**src/common/rss_params.svh**
```systemverilog
// Offsets, field positions, reset values and timing counts of the sequencer
`ifndef RSS_PARAMS_SVH
`define RSS_PARAMS_SVH

// Timing
`define RSS_CLK_PERIOD_NS 5
`define RSS_DELAY_NS 2000000

// Own register word indices (byte address = index * 4)
`define RSS_IDX_STATUS 10'h001
`define RSS_IDX_MASK 10'h002
`define RSS_IDX_STATE 10'h003
`define RSS_IDX_LOCK 10'h004
`define RSS_IDX_SFR_BASE 10'h080
`define RSS_IDX_SFR_END 10'h0ff

// Event bit positions in status and mask
`define RSS_EV_COLD 0
`define RSS_EV_DIP 1
`define RSS_EV_PIN 2
`define RSS_EV_REJECT 3
`define RSS_EV_RUN 4
`define RSS_EV_W 5

// Lock command bits
`define RSS_LOCK_B1 0
`define RSS_LOCK_B2 1
`define RSS_LOCK_ERASE 7

// Special register addresses
`define RSS_SFR_SP 8'h81
`define RSS_SFR_DPL 8'h82
`define RSS_SFR_DPH 8'h83
`define RSS_SFR_POWER_CONTROL 8'h87
`define RSS_SFR_TIMER_CONTROL 8'h88
`define RSS_SFR_TIMER_MODES 8'h89
`define RSS_SFR_TL0 8'h8a
`define RSS_SFR_TL1 8'h8b
`define RSS_SFR_TH0 8'h8c
`define RSS_SFR_TH1 8'h8d
`define RSS_SFR_CLK 8'h8f
`define RSS_SFR_P1 8'h90
`define RSS_SFR_COMPARATOR_CTRL_STATUS 8'h97
`define RSS_SFR_SERIAL_CONTROL 8'h98
`define RSS_SFR_SERIAL_BUFFER 8'h99
`define RSS_SFR_IE 8'ha8
`define RSS_SFR_SLAVE_ADDRESS 8'ha9
`define RSS_SFR_P3 8'hb0
`define RSS_SFR_IPH 8'hb7
`define RSS_SFR_IP 8'hb8
`define RSS_SFR_SLAVE_ADDR_MASK 8'hb9
`define RSS_SFR_PSW 8'hd0
`define RSS_SFR_ACC 8'he0
`define RSS_SFR_B 8'hf0

// Reset values and writable masks
`define RSS_RV_ZERO 8'h00
`define RSS_RV_SP 8'h07
`define RSS_RV_PORT 8'hff
`define RSS_WM_FULL 8'hff
`define RSS_WM_POWER_CONTROL 8'hef
`define RSS_WM_CLK 8'h02
`define RSS_WM_COMPARATOR_CTRL_STATUS 8'h1f
`define RSS_WM_IE 8'hdf
`define RSS_WM_IP 8'h5f
`define RSS_POF_BIT 4
`define RSS_X2_BIT 0
`define RSS_RESET_VECTOR 16'h0000

`endif

```
**src/common/rss_pkg.sv**
```systemverilog
// Types shared by the reset source sequencer
package rss_pkg;
    typedef enum logic [1:0] {
        ST_COLD,
        ST_DIP,
        ST_DELAY,
        ST_RUN
    } rss_state_t;
endpackage

```
**src/common/rss_sfr_if.sv**
```systemverilog
// Access path between the sequencer core and its special register bank
interface rss_sfr_if;
    logic wr;
    logic [6:0] idx;
    logic [7:0] wdata;
    logic [7:0] rdata;
    logic [7:0] p1_q;
    logic [7:0] p3_q;
    modport core (output wr, idx, wdata, input rdata, p1_q, p3_q);
    modport bank (input wr, idx, wdata, output rdata, p1_q, p3_q);
endinterface

```
**src/hdl/rss_rst_sync.sv**
```systemverilog
// Asynchronous-assert, synchronous-release reset synchroniser
module rss_rst_sync (
    // Clock and combined reset request
    input wire logic pclk,
    input wire logic ce,
    input wire logic rst_n_in,
    // Released reset
    output logic rst_n_out
);
    logic meta_r;

    always_ff @(posedge pclk or negedge rst_n_in) begin
        if (!rst_n_in) begin
            meta_r <= 1'b0;
            rst_n_out <= 1'b0;
        end else if (ce) begin
            meta_r <= 1'b1;
            rst_n_out <= meta_r;
        end
    end
endmodule // rss_rst_sync

```
**src/hdl/rss_sfr_bank.sv**
```systemverilog
// Special register bank held at its initial values while reset is active
`include "rss_params.svh"
module rss_sfr_bank (
    // Clock, enable and internal reset
    input wire logic pclk,
    input wire logic ce,
    input wire logic sys_rst_n,
    // Access path
    rss_sfr_if.bank sfr
);
    logic [7:0] mem [0:127];

    function automatic logic [7:0] rst_val(input logic [7:0] a);
        case (a)
            `RSS_SFR_SP: rst_val = `RSS_RV_SP;
            `RSS_SFR_P1, `RSS_SFR_P3: rst_val = `RSS_RV_PORT;
            default: rst_val = `RSS_RV_ZERO;
        endcase
    endfunction

    // Zero mask marks an unimplemented address
    function automatic logic [7:0] wmask(input logic [7:0] a);
        case (a)
            `RSS_SFR_SP, `RSS_SFR_DPL, `RSS_SFR_DPH, `RSS_SFR_TIMER_CONTROL,
            `RSS_SFR_TIMER_MODES, `RSS_SFR_TL0, `RSS_SFR_TL1, `RSS_SFR_TH0,
            `RSS_SFR_TH1, `RSS_SFR_P1, `RSS_SFR_SERIAL_CONTROL, `RSS_SFR_SERIAL_BUFFER,
            `RSS_SFR_SLAVE_ADDRESS, `RSS_SFR_P3, `RSS_SFR_SLAVE_ADDR_MASK, `RSS_SFR_PSW,
            `RSS_SFR_ACC, `RSS_SFR_B: wmask = `RSS_WM_FULL;
            `RSS_SFR_POWER_CONTROL: wmask = `RSS_WM_POWER_CONTROL;
            `RSS_SFR_CLK: wmask = `RSS_WM_CLK;
            `RSS_SFR_COMPARATOR_CTRL_STATUS: wmask = `RSS_WM_COMPARATOR_CTRL_STATUS;
            `RSS_SFR_IE: wmask = `RSS_WM_IE;
            `RSS_SFR_IP, `RSS_SFR_IPH: wmask = `RSS_WM_IP;
            default: wmask = `RSS_RV_ZERO;
        endcase
    endfunction

    always_ff @(posedge pclk or negedge sys_rst_n) begin
        if (!sys_rst_n) begin
            for (int i = 0; i < 128; i++) begin
                mem[i] <= rst_val(8'(i + 128)) & wmask(8'(i + 128));
            end
        end else if (ce && sfr.wr) begin
            // Writes to unimplemented addresses have no effect
            mem[sfr.idx] <= sfr.wdata & wmask({1'b1, sfr.idx});
        end
    end

    assign sfr.rdata = mem[sfr.idx] & wmask({1'b1, sfr.idx});
    assign sfr.p1_q = mem[7'(`RSS_SFR_P1)];
    assign sfr.p3_q = mem[7'(`RSS_SFR_P3)];
endmodule // rss_sfr_bank

```
**src/hdl/rss_top.sv**
```systemverilog
// Reset source sequencer with special register bank behind an APB slave
`include "rss_params.svh"
module rss_top
    import rss_pkg::*;
#(
    parameter int DELAY_CYCLES = `RSS_DELAY_NS / `RSS_CLK_PERIOD_NS
) (
    // Clock, reset, enable
    input wire logic pclk,
    input wire logic presetn,
    input wire logic ce,
    // APB slave
    input wire logic psel,
    input wire logic penable,
    input wire logic pwrite,
    input wire logic [11:0] paddr,
    input wire logic [31:0] pwdata,
    output logic [31:0] prdata,
    output logic pready,
    output logic pslverr,
    // Supply monitors, reset pin, fuses
    input wire logic por_low,
    input wire logic supply_dip_detect,
    input wire logic ext_rst_pin,
    input wire logic xtal_bypass_fuse,
    input wire logic isp_fuse,
    input wire logic x2_fuse,
    // Programming requests
    input wire logic prog_wr_req,
    input wire logic prog_rd_req,
    output logic prog_wr_grant,
    output logic prog_rd_grant,
    // Core side
    output logic sys_rst_n,
    output logic fetch_start,
    output logic [15:0] fetch_addr,
    output logic osc_en,
    output logic in_system_programming,
    output logic clock_doubler_bit,
    output logic [7:0] p1_oe,
    output logic [7:0] p3_oe,
    output logic irq
);
    localparam int CW = $clog2(DELAY_CYCLES + 1);

    rss_sfr_if sfr ();

    rss_state_t state_r, state_nxt;
    logic [CW-1:0] cnt_r;
    logic rst_req_n;
    logic sys_rst_d_r;
    logic power_loss_flag_r;
    logic x2_r;
    logic x2_loaded_r;
    logic lock_bit_one_r;
    logic lock_bit_two_r;
    logic [`RSS_EV_W-1:0] status_r, mask_r, ev;
    logic pin_d_r;
    logic [9:0] idx;
    logic setup, access, wr_acc, rd_acc;
    logic is_sfr, is_own;
    logic [7:0] sfr_rd;
    logic [31:0] rd_mux;
    logic prog_ok, verify_ok;

    // Sequencer
    always_comb begin
        state_nxt = state_r;
        if (por_low) begin
            state_nxt = ST_COLD;
        end else if (supply_dip_detect) begin
            state_nxt = ST_DIP;
        end else begin
            case (state_r)
                ST_COLD, ST_DIP: state_nxt = ST_DELAY;
                ST_DELAY: begin
                    if (cnt_r == CW'(DELAY_CYCLES - 1)) begin
                        state_nxt = ST_RUN;
                    end
                end
                ST_RUN: state_nxt = ST_RUN;
                default: state_nxt = ST_COLD;
            endcase
        end
    end

    always_ff @(posedge pclk or negedge presetn) begin
        if (!presetn) begin
            state_r <= ST_COLD;
        end else if (ce) begin
            state_r <= state_nxt;
        end
    end

    // Count restarts whenever the delay state is left or re-entered
    always_ff @(posedge pclk or negedge presetn) begin
        if (!presetn) begin
            cnt_r <= '0;
        end else if (ce) begin
            if (state_r == ST_DELAY && state_nxt == ST_DELAY) begin
                cnt_r <= cnt_r + CW'(1);
            end else begin
                cnt_r <= '0;
            end
        end
    end

    // Detector levels act directly on the reset net, no clock needed
    assign rst_req_n = presetn & ~por_low & ~supply_dip_detect
        & ~ext_rst_pin & (state_r == ST_RUN);

    rss_rst_sync u_rst_sync (
        .pclk(pclk),
        .ce(ce),
        .rst_n_in(rst_req_n),
        .rst_n_out(sys_rst_n)
    );

    rss_sfr_bank u_bank (
        .pclk(pclk),
        .ce(ce),
        .sys_rst_n(sys_rst_n),
        .sfr(sfr)
    );

    always_ff @(posedge pclk or negedge presetn) begin
        if (!presetn) begin
            sys_rst_d_r <= 1'b0;
            fetch_start <= 1'b0;
            fetch_addr <= `RSS_RESET_VECTOR;
        end else if (ce) begin
            sys_rst_d_r <= sys_rst_n;
            fetch_start <= sys_rst_n & ~sys_rst_d_r;
            fetch_addr <= `RSS_RESET_VECTOR;
        end
    end

    // Drive low only where the latch holds a zero, none from the first enabled clock edge in reset
    always_ff @(posedge pclk or negedge presetn) begin
        if (!presetn) begin
            p1_oe <= '0;
            p3_oe <= '0;
        end else if (ce) begin
            p1_oe <= sys_rst_n ? ~sfr.p1_q : 8'h00;
            p3_oe <= sys_rst_n ? ~sfr.p3_q : 8'h00;
        end
    end

    always_ff @(posedge pclk or negedge presetn) begin
        if (!presetn) begin
            osc_en <= 1'b0;
            in_system_programming <= 1'b0;
        end else if (ce) begin
            osc_en <= ~por_low & ~xtal_bypass_fuse;
            in_system_programming <= ext_rst_pin & isp_fuse;
        end
    end

    // APB decode; one access phase, no wait states while enabled
    assign idx = paddr[11:2];
    assign setup = psel & ~penable;
    assign access = psel & penable & ce;
    assign wr_acc = access & pwrite;
    assign rd_acc = access & ~pwrite;
    assign is_sfr = idx >= `RSS_IDX_SFR_BASE && idx <= `RSS_IDX_SFR_END;
    assign is_own = idx == `RSS_IDX_STATUS || idx == `RSS_IDX_MASK
        || idx == `RSS_IDX_STATE || idx == `RSS_IDX_LOCK;
    assign pready = ce;
    assign pslverr = psel & penable & ~is_sfr & ~is_own;

    // Held in reset the bank refuses writes, so they are dropped here
    assign sfr.wr = wr_acc & is_sfr & sys_rst_n;
    assign sfr.idx = idx[6:0];
    assign sfr.wdata = pwdata[7:0];

    always_comb begin
        sfr_rd = sfr.rdata;
        if (idx[7:0] == `RSS_SFR_POWER_CONTROL) begin
            sfr_rd[`RSS_POF_BIT] = power_loss_flag_r;
        end
        if (idx[7:0] == `RSS_SFR_CLK) begin
            sfr_rd[`RSS_X2_BIT] = x2_r;
        end
    end

    always_comb begin
        rd_mux = '0;
        if (is_sfr) begin
            rd_mux[7:0] = sfr_rd;
        end else begin
            case (idx)
                `RSS_IDX_STATUS: rd_mux[`RSS_EV_W-1:0] = status_r;
                `RSS_IDX_MASK: rd_mux[`RSS_EV_W-1:0] = mask_r;
                `RSS_IDX_STATE: rd_mux[7:0] = {lock_bit_two_r,
                    lock_bit_one_r, in_system_programming, osc_en,
                    ~sys_rst_n, 1'b0, state_r};
                `RSS_IDX_LOCK: rd_mux[7:0] = {6'h00, lock_bit_two_r,
                    lock_bit_one_r};
                default: rd_mux = '0;
            endcase
        end
    end

    // Read data is captured in the setup cycle so it comes from a flop
    always_ff @(posedge pclk or negedge presetn) begin
        if (!presetn) begin
            prdata <= '0;
        end else if (ce && setup && !pwrite) begin
            prdata <= rd_mux;
        end
    end

    // Power loss flag survives every reset but a cold one
    always_ff @(posedge pclk or negedge presetn) begin
        if (!presetn) begin
            power_loss_flag_r <= 1'b1;
        end else if (ce) begin
            if (por_low) begin
                power_loss_flag_r <= 1'b1;
            end else if (sfr.wr && idx[7:0] == `RSS_SFR_POWER_CONTROL) begin
                power_loss_flag_r <= pwdata[`RSS_POF_BIT];
            end
        end
    end

    // Doubler loads from its fuse at power-up only
    always_ff @(posedge pclk or negedge presetn) begin
        if (!presetn) begin
            x2_r <= 1'b0;
            x2_loaded_r <= 1'b0;
        end else if (ce) begin
            if (por_low || !x2_loaded_r) begin
                x2_r <= x2_fuse;
                x2_loaded_r <= 1'b1;
            end else if (sfr.wr && idx[7:0] == `RSS_SFR_CLK) begin
                x2_r <= pwdata[`RSS_X2_BIT];
            end
        end
    end
    assign clock_doubler_bit = x2_r;

    // Lock bits: commands only program them; erase alone clears both
    always_ff @(posedge pclk or negedge presetn) begin
        if (!presetn) begin
            lock_bit_one_r <= 1'b0;
            lock_bit_two_r <= 1'b0;
        end else if (ce && wr_acc && idx == `RSS_IDX_LOCK
                     && in_system_programming) begin
            if (pwdata[`RSS_LOCK_ERASE]) begin
                lock_bit_one_r <= 1'b0;
                lock_bit_two_r <= 1'b0;
            end else begin
                lock_bit_one_r <= lock_bit_one_r | pwdata[`RSS_LOCK_B1];
                lock_bit_two_r <= lock_bit_two_r | pwdata[`RSS_LOCK_B2];
            end
        end
    end

    assign prog_ok = in_system_programming & ~lock_bit_one_r;
    assign verify_ok = in_system_programming
        & ~(lock_bit_one_r & lock_bit_two_r);

    always_ff @(posedge pclk or negedge presetn) begin
        if (!presetn) begin
            prog_wr_grant <= 1'b0;
            prog_rd_grant <= 1'b0;
        end else if (ce) begin
            prog_wr_grant <= prog_wr_req & prog_ok;
            prog_rd_grant <= prog_rd_req & verify_ok;
        end
    end

    // Events
    always_ff @(posedge pclk or negedge presetn) begin
        if (!presetn) begin
            pin_d_r <= 1'b0;
        end else if (ce) begin
            pin_d_r <= ext_rst_pin;
        end
    end

    always_comb begin
        ev = '0;
        ev[`RSS_EV_COLD] = por_low && state_r != ST_COLD;
        ev[`RSS_EV_DIP] = supply_dip_detect && !por_low && state_r != ST_DIP;
        ev[`RSS_EV_PIN] = ext_rst_pin & ~pin_d_r;
        ev[`RSS_EV_REJECT] = (prog_wr_req & ~prog_ok)
            | (prog_rd_req & ~verify_ok);
        ev[`RSS_EV_RUN] = state_r == ST_DELAY && state_nxt == ST_RUN;
    end

    // A read clears the status, but an event in that cycle still lands
    always_ff @(posedge pclk or negedge presetn) begin
        if (!presetn) begin
            status_r <= '0;
        end else if (ce) begin
            if (rd_acc && idx == `RSS_IDX_STATUS) begin
                status_r <= ev;
            end else begin
                status_r <= status_r | ev;
            end
        end
    end

    always_ff @(posedge pclk or negedge presetn) begin
        if (!presetn) begin
            mask_r <= '0;
        end else if (ce && wr_acc && idx == `RSS_IDX_MASK) begin
            mask_r <= pwdata[`RSS_EV_W-1:0];
        end
    end

    assign irq = |(status_r & mask_r);
endmodule // rss_top

```
**config.mk**
```make
export PLATFORM = sky130hd
export DESIGN_NAME = rss_top
export DESIGN_NICKNAME = d
export VERILOG_FILES = /design/src/common/rss_pkg.sv /design/src/common/rss_sfr_if.sv /design/src/hdl/rss_rst_sync.sv /design/src/hdl/rss_sfr_bank.sv /design/src/hdl/rss_top.sv
export VERILOG_INCLUDE_DIRS = /design/src /design/src/common
export SDC_FILE = /design/constraint.sdc
export NUM_CORES = 2
export LEC_CHECK = 0
export BUFFER_PORTS_ARGS = -buffer_cell sky130_fd_sc_hd__buf_2
export CAP_MARGIN = 0
export CORE_MARGIN = 3
export CORE_UTILIZATION = 55
export CTS_BUF_LIST = sky130_fd_sc_hd__clkbuf_2
export DETAILED_ROUTE_END_ITERATION = 10
export PLACE_DENSITY = 0.82
export SLEW_MARGIN = 0
export SYNTH_ARGS = -nofsm -noshare
export SYNTH_HDL_FRONTEND = slang
export SYNTH_HIERARCHICAL = 1
export SYNTH_SLANG_ARGS = --single-unit
```
**constraint.sdc**
```tcl
create_clock -name pclk -period 34.6 [get_ports pclk]
set_input_delay 1.73 -clock pclk [delete_from_list [all_inputs] [get_ports pclk]]
set_output_delay 1.73 -clock pclk [all_outputs]
set_load 0.05 [all_outputs]
```
==> impl_metrics.py <==
metrics = {
    "run_status": {
        "outcome": "complete, no violations",
    },
    "cts": {
        "clk_path_buf_depth": 4,
        "numCtsBuffers": 274,
        "cts_root_buffer": "clkbuf_2",
        "cts-resized-gates": 0,
        "cts_setup_buffers": 0,
        "cts.sinks": 1053,
        "clkTransAtPathRegs_ns": 0.10,
        "hold_buffers": 0,
        "cts_tree": "yes",
        "cts_max_level": 5,
        "clock_latency_ns": 1.43,
    },
    "sta": {
        "fmax_mhz": 173,
        "fin_crit_sh_pct": 16.7,
        "max_slew_margin_pct": 12.7,
        "finalHoldViolCount": 0,
        "finalCriticalPeriod_ns": 5.80,
        "rsz0062_at_grt": "no",
        "maxSlewViolCount": 0,
        "setup_ws_ns": 28.80,
        "skew_ns": 0.119,
        "fin_setup_tns_ns": 0,
        "tightestPinTransition_ns": 1.30,
        "setup_viol": 0,
    },
    "synthesis": {
        "synth_edf_count": 0,
        "seq_area_frac_synth_pct": 58.9,
        "syn_avg_cell_area_um2": 12.5,
        "netlist.area_leader.share_pct": 57.7,
        "synth_largest_area_cell": "dfrtp_1",
        "synth_warnings": 6,
        "synth_cell_types": 89,
        "synth_area_um2": 44800,
        "synthTopCellsByArea": "dfrtp_1, mux4_2, nor2b_1, and2_1, nand2_1",
        "ys_ff_latch": 1053,
        "synth-main-ff-cell": "dfrtp_1",
        "synthCells": 3584,
        "ys_async_sr_fraction_pct": 100,
    },
    "critical_path": {
        "worstPathRequired_ns": 32.87,
        "critical_path_class": "primary input to output pin",
        "rr_endpoint": "u_bank/mem[377]",
        "cp_max_fo": 75,
        "crit_arrival_ns": 4.07,
        "r2r_start": "u_rst_sync/rst_n_out",
        "path_cells": "buf_8, buf_4, nor2_1, xnor2_1, a311oi_1, buf_2",
        "cpPeakStageDelay_ns": 0.82,
        "crit_path_top_delay_cell": "buf_4",
        "startpoint_type": "primary input",
        "end_kind": "output pin",
        "ff2ff_path_depth": 6,
        "regToRegSetupSlack_ns": 30.78,
    },
    "global_route": {
        "grt_overflow": 0,
        "grt_pass1_vias": 30942,
        "track_usage_pct": 27.6,
        "grt_max_degree": 184,
        "grt_antenna_before_repair": 3,
        "grt_pass1_wl_um": 181000,
    },
    "detailed_routing": {
        "drc": 0,
        "final_antenna_net_count": 0,
        "vias": 30190,
        "viasPerCell": 6.02,
        "routed_wirelength_um": 116000,
        "firstDrtPassIters": 6,
        "drtIter0Drc": 3163,
        "routedWlPerCell_um": 23.2,
    },
    "placed_design": {
        "place_ws_ns": 28.16,
        "hpwl_um": 73200,
        "port_buffers": 65,
        "place_congestion": 0.902,
        "dpl.cell_count": 4571,
    },
    "worst_hold_path": {
        "hold_path_class": "primary input to asynchronous set/reset pin",
    },
    "layout": {
        "drive_above_1_share_pct": 20.2,
        "areaGrowthSynthToFinish_pct": 6.69,
        "stdcell_count": 5018,
        "layout.nets": 3846,
    },
    "pwr": {
        "intPower_uw": 1570,
        "switchingPower_uw": 580,
        "p_leak_uw": 0.0240,
        "pwr-share-comb_pct": 5.8,
        "powerDensity_nw_per_um2": 45.0,
        "switching_share_pct": 26.9,
        "clkPwrFrac_pct": 36.7,
        "seqPwrFrac_pct": 57.6,
        "ir_drop_mv": 0.0286,
    },
    "floorplanning": {
        "die_h_um": 291,
        "initial_core_util_pct": 55.6,
        "core_area_um2": 80500,
        "io_pins": 132,
        "rows": 104,
        "die_area_um2": 84900,
        "die_x_um": 291,
    },
    "flow_run": {
        "cap_violations": 0,
    },
}
per-stage QoR:
step	cell area, um2	power [uW]	util (%)	hold WS (ns)
global placement	45600	1380	56.6	0.374
global route	47800	2240	59.3	0.249
CTS	47800	2170	59.3	0.200
finish	47800	2150	59.3	0.318
detailed placement	45600	1380	56.6	0.379
floorplan	44900	1350	-	0.310
placed cells by master, fill, tap and decap left out, drive strengths merged, types with 4 or more instances in the layout:
cell type / n
a22oi: 27
nor3: 22
nor2b: 633
nand3: 44
diode: 9
xor2: 7
nand2b: 8
a211oi: 5
and2: 207
inv: 53
mux2: 39
mux2i: 75
clkbuf: 404
and3: 13
conb: 40
or3: 5
nor4: 7
a31oi: 11
a2111oi: 4
o31ai: 10
a32oi: 7
o21ai: 233
a21oi: 67
buf: 110
a41oi: 4
clkinv: 29
dfstp: 20
nand2: 323
nor2: 146
o22ai: 50
a21o: 6
a221oi: 13
mux4: 199
a22o: 11
o221ai: 4
xnor2: 6
dfrtp: 1033
nand4: 13
power groups by stage:
stage | registers [uW] | clock network (uW) | logic [uW]
6_report | 1240 | 789 | 124
5_1_grt | 1240 | 874 | 128
4_1_cts | 1240 | 807 | 120
3_5_place_dp | 1260 | 0 | 120
3_3_place_gp | 1260 | 0 | 119
2_1_floorplan | 1270 | 0 | 77.1
layout make-up:
class                           instances  area, um2
Fill cell                            6276      32800
Clock inverter                         34        130
Antenna cell                            9       22.5
Timing Repair Buffer                  110        739
Inverter                               48        180
Sequential cell                      1053      26400
Clock buffer                          404       2020
Tap cell                             1060       1330
Multi-Input combinational cell       2300      17000
critical path: cells and delay by family:
family	cells	cell delay [ns]
xor+xnor	1	0.17
compound gates	1	0.33
buf+inv	3	1.64
simple gates	1	0.16
cells by family after synthesis:
logic type | synth area share, %
AO/OA/AOI/OAI | 6.65
XOR/XNOR | 0.254
adder cells (fa/ha/maj) | 0.0279
buffers and inverters | 3.66
flip-flops | 58.9
multiplexers | 12.8
other | 0.00837
AND/OR/NAND/NOR | 17.7
how the worst max path moves through the flow:
stage / from / endpoint / slack (ns)
after floorplan: u_rst_sync/rst_n_out / u_bank/mem[0] / 4.63
final: paddr[3] / pslverr / 28.80
after global placement: paddr[3] / u_bank/mem[965] / 28.18
after CTS: paddr[3] / pslverr / 28.81
after global routing: paddr[3] / pslverr / 28.65
after detailed placement: paddr[3] / u_bank/mem[965] / 28.16
layer usage:
layer | vias up | share of wire, % | track usage [%]
met5 | - | 0.049 | 0.567
met4 | 2 | 4.2 | 12.6
met3 | 347 | 12 | 9.91
met2 | 1728 | 44 | 39.7
met1 | 15287 | 40 | 37.8
li1 | 12826 | - | -
Yosys cell counts, drive strengths merged, types with 4 or more instances:
master	count
and3	13
o22ai	50
a32oi	7
nor3	22
a211oi	5
dfstp	20
nand2	323
mux4	199
a21o	6
xor2	7
dfrtp	1033
nor2b	633
o31ai	10
inv	47
mux2	39
nor4	7
nor2	146
a21oi	67
mux2i	75
nand2b	8
clkbuf	80
a31oi	11
nand4	13
a41oi	4
buf	142
a221oi	13
or3	5
a22o	11
xnor2	6
nand3	44
and2	207
o221ai	4
o21ai	233
a2111oi	4
a22oi	27
registers in the layout, summed over array words and instances (netlist names), 2 cells and up:
signal,count
state_r,2
p1_oe,8
cnt_r,19
prdata,8
u_bank/sfr.p3_q,8
u_bank/mem,968
status_r,5
u_bank/sfr.p1_q,8
p3_oe,8
mask_r,5
Note: power is estimated with default switching activity, not from simulation.
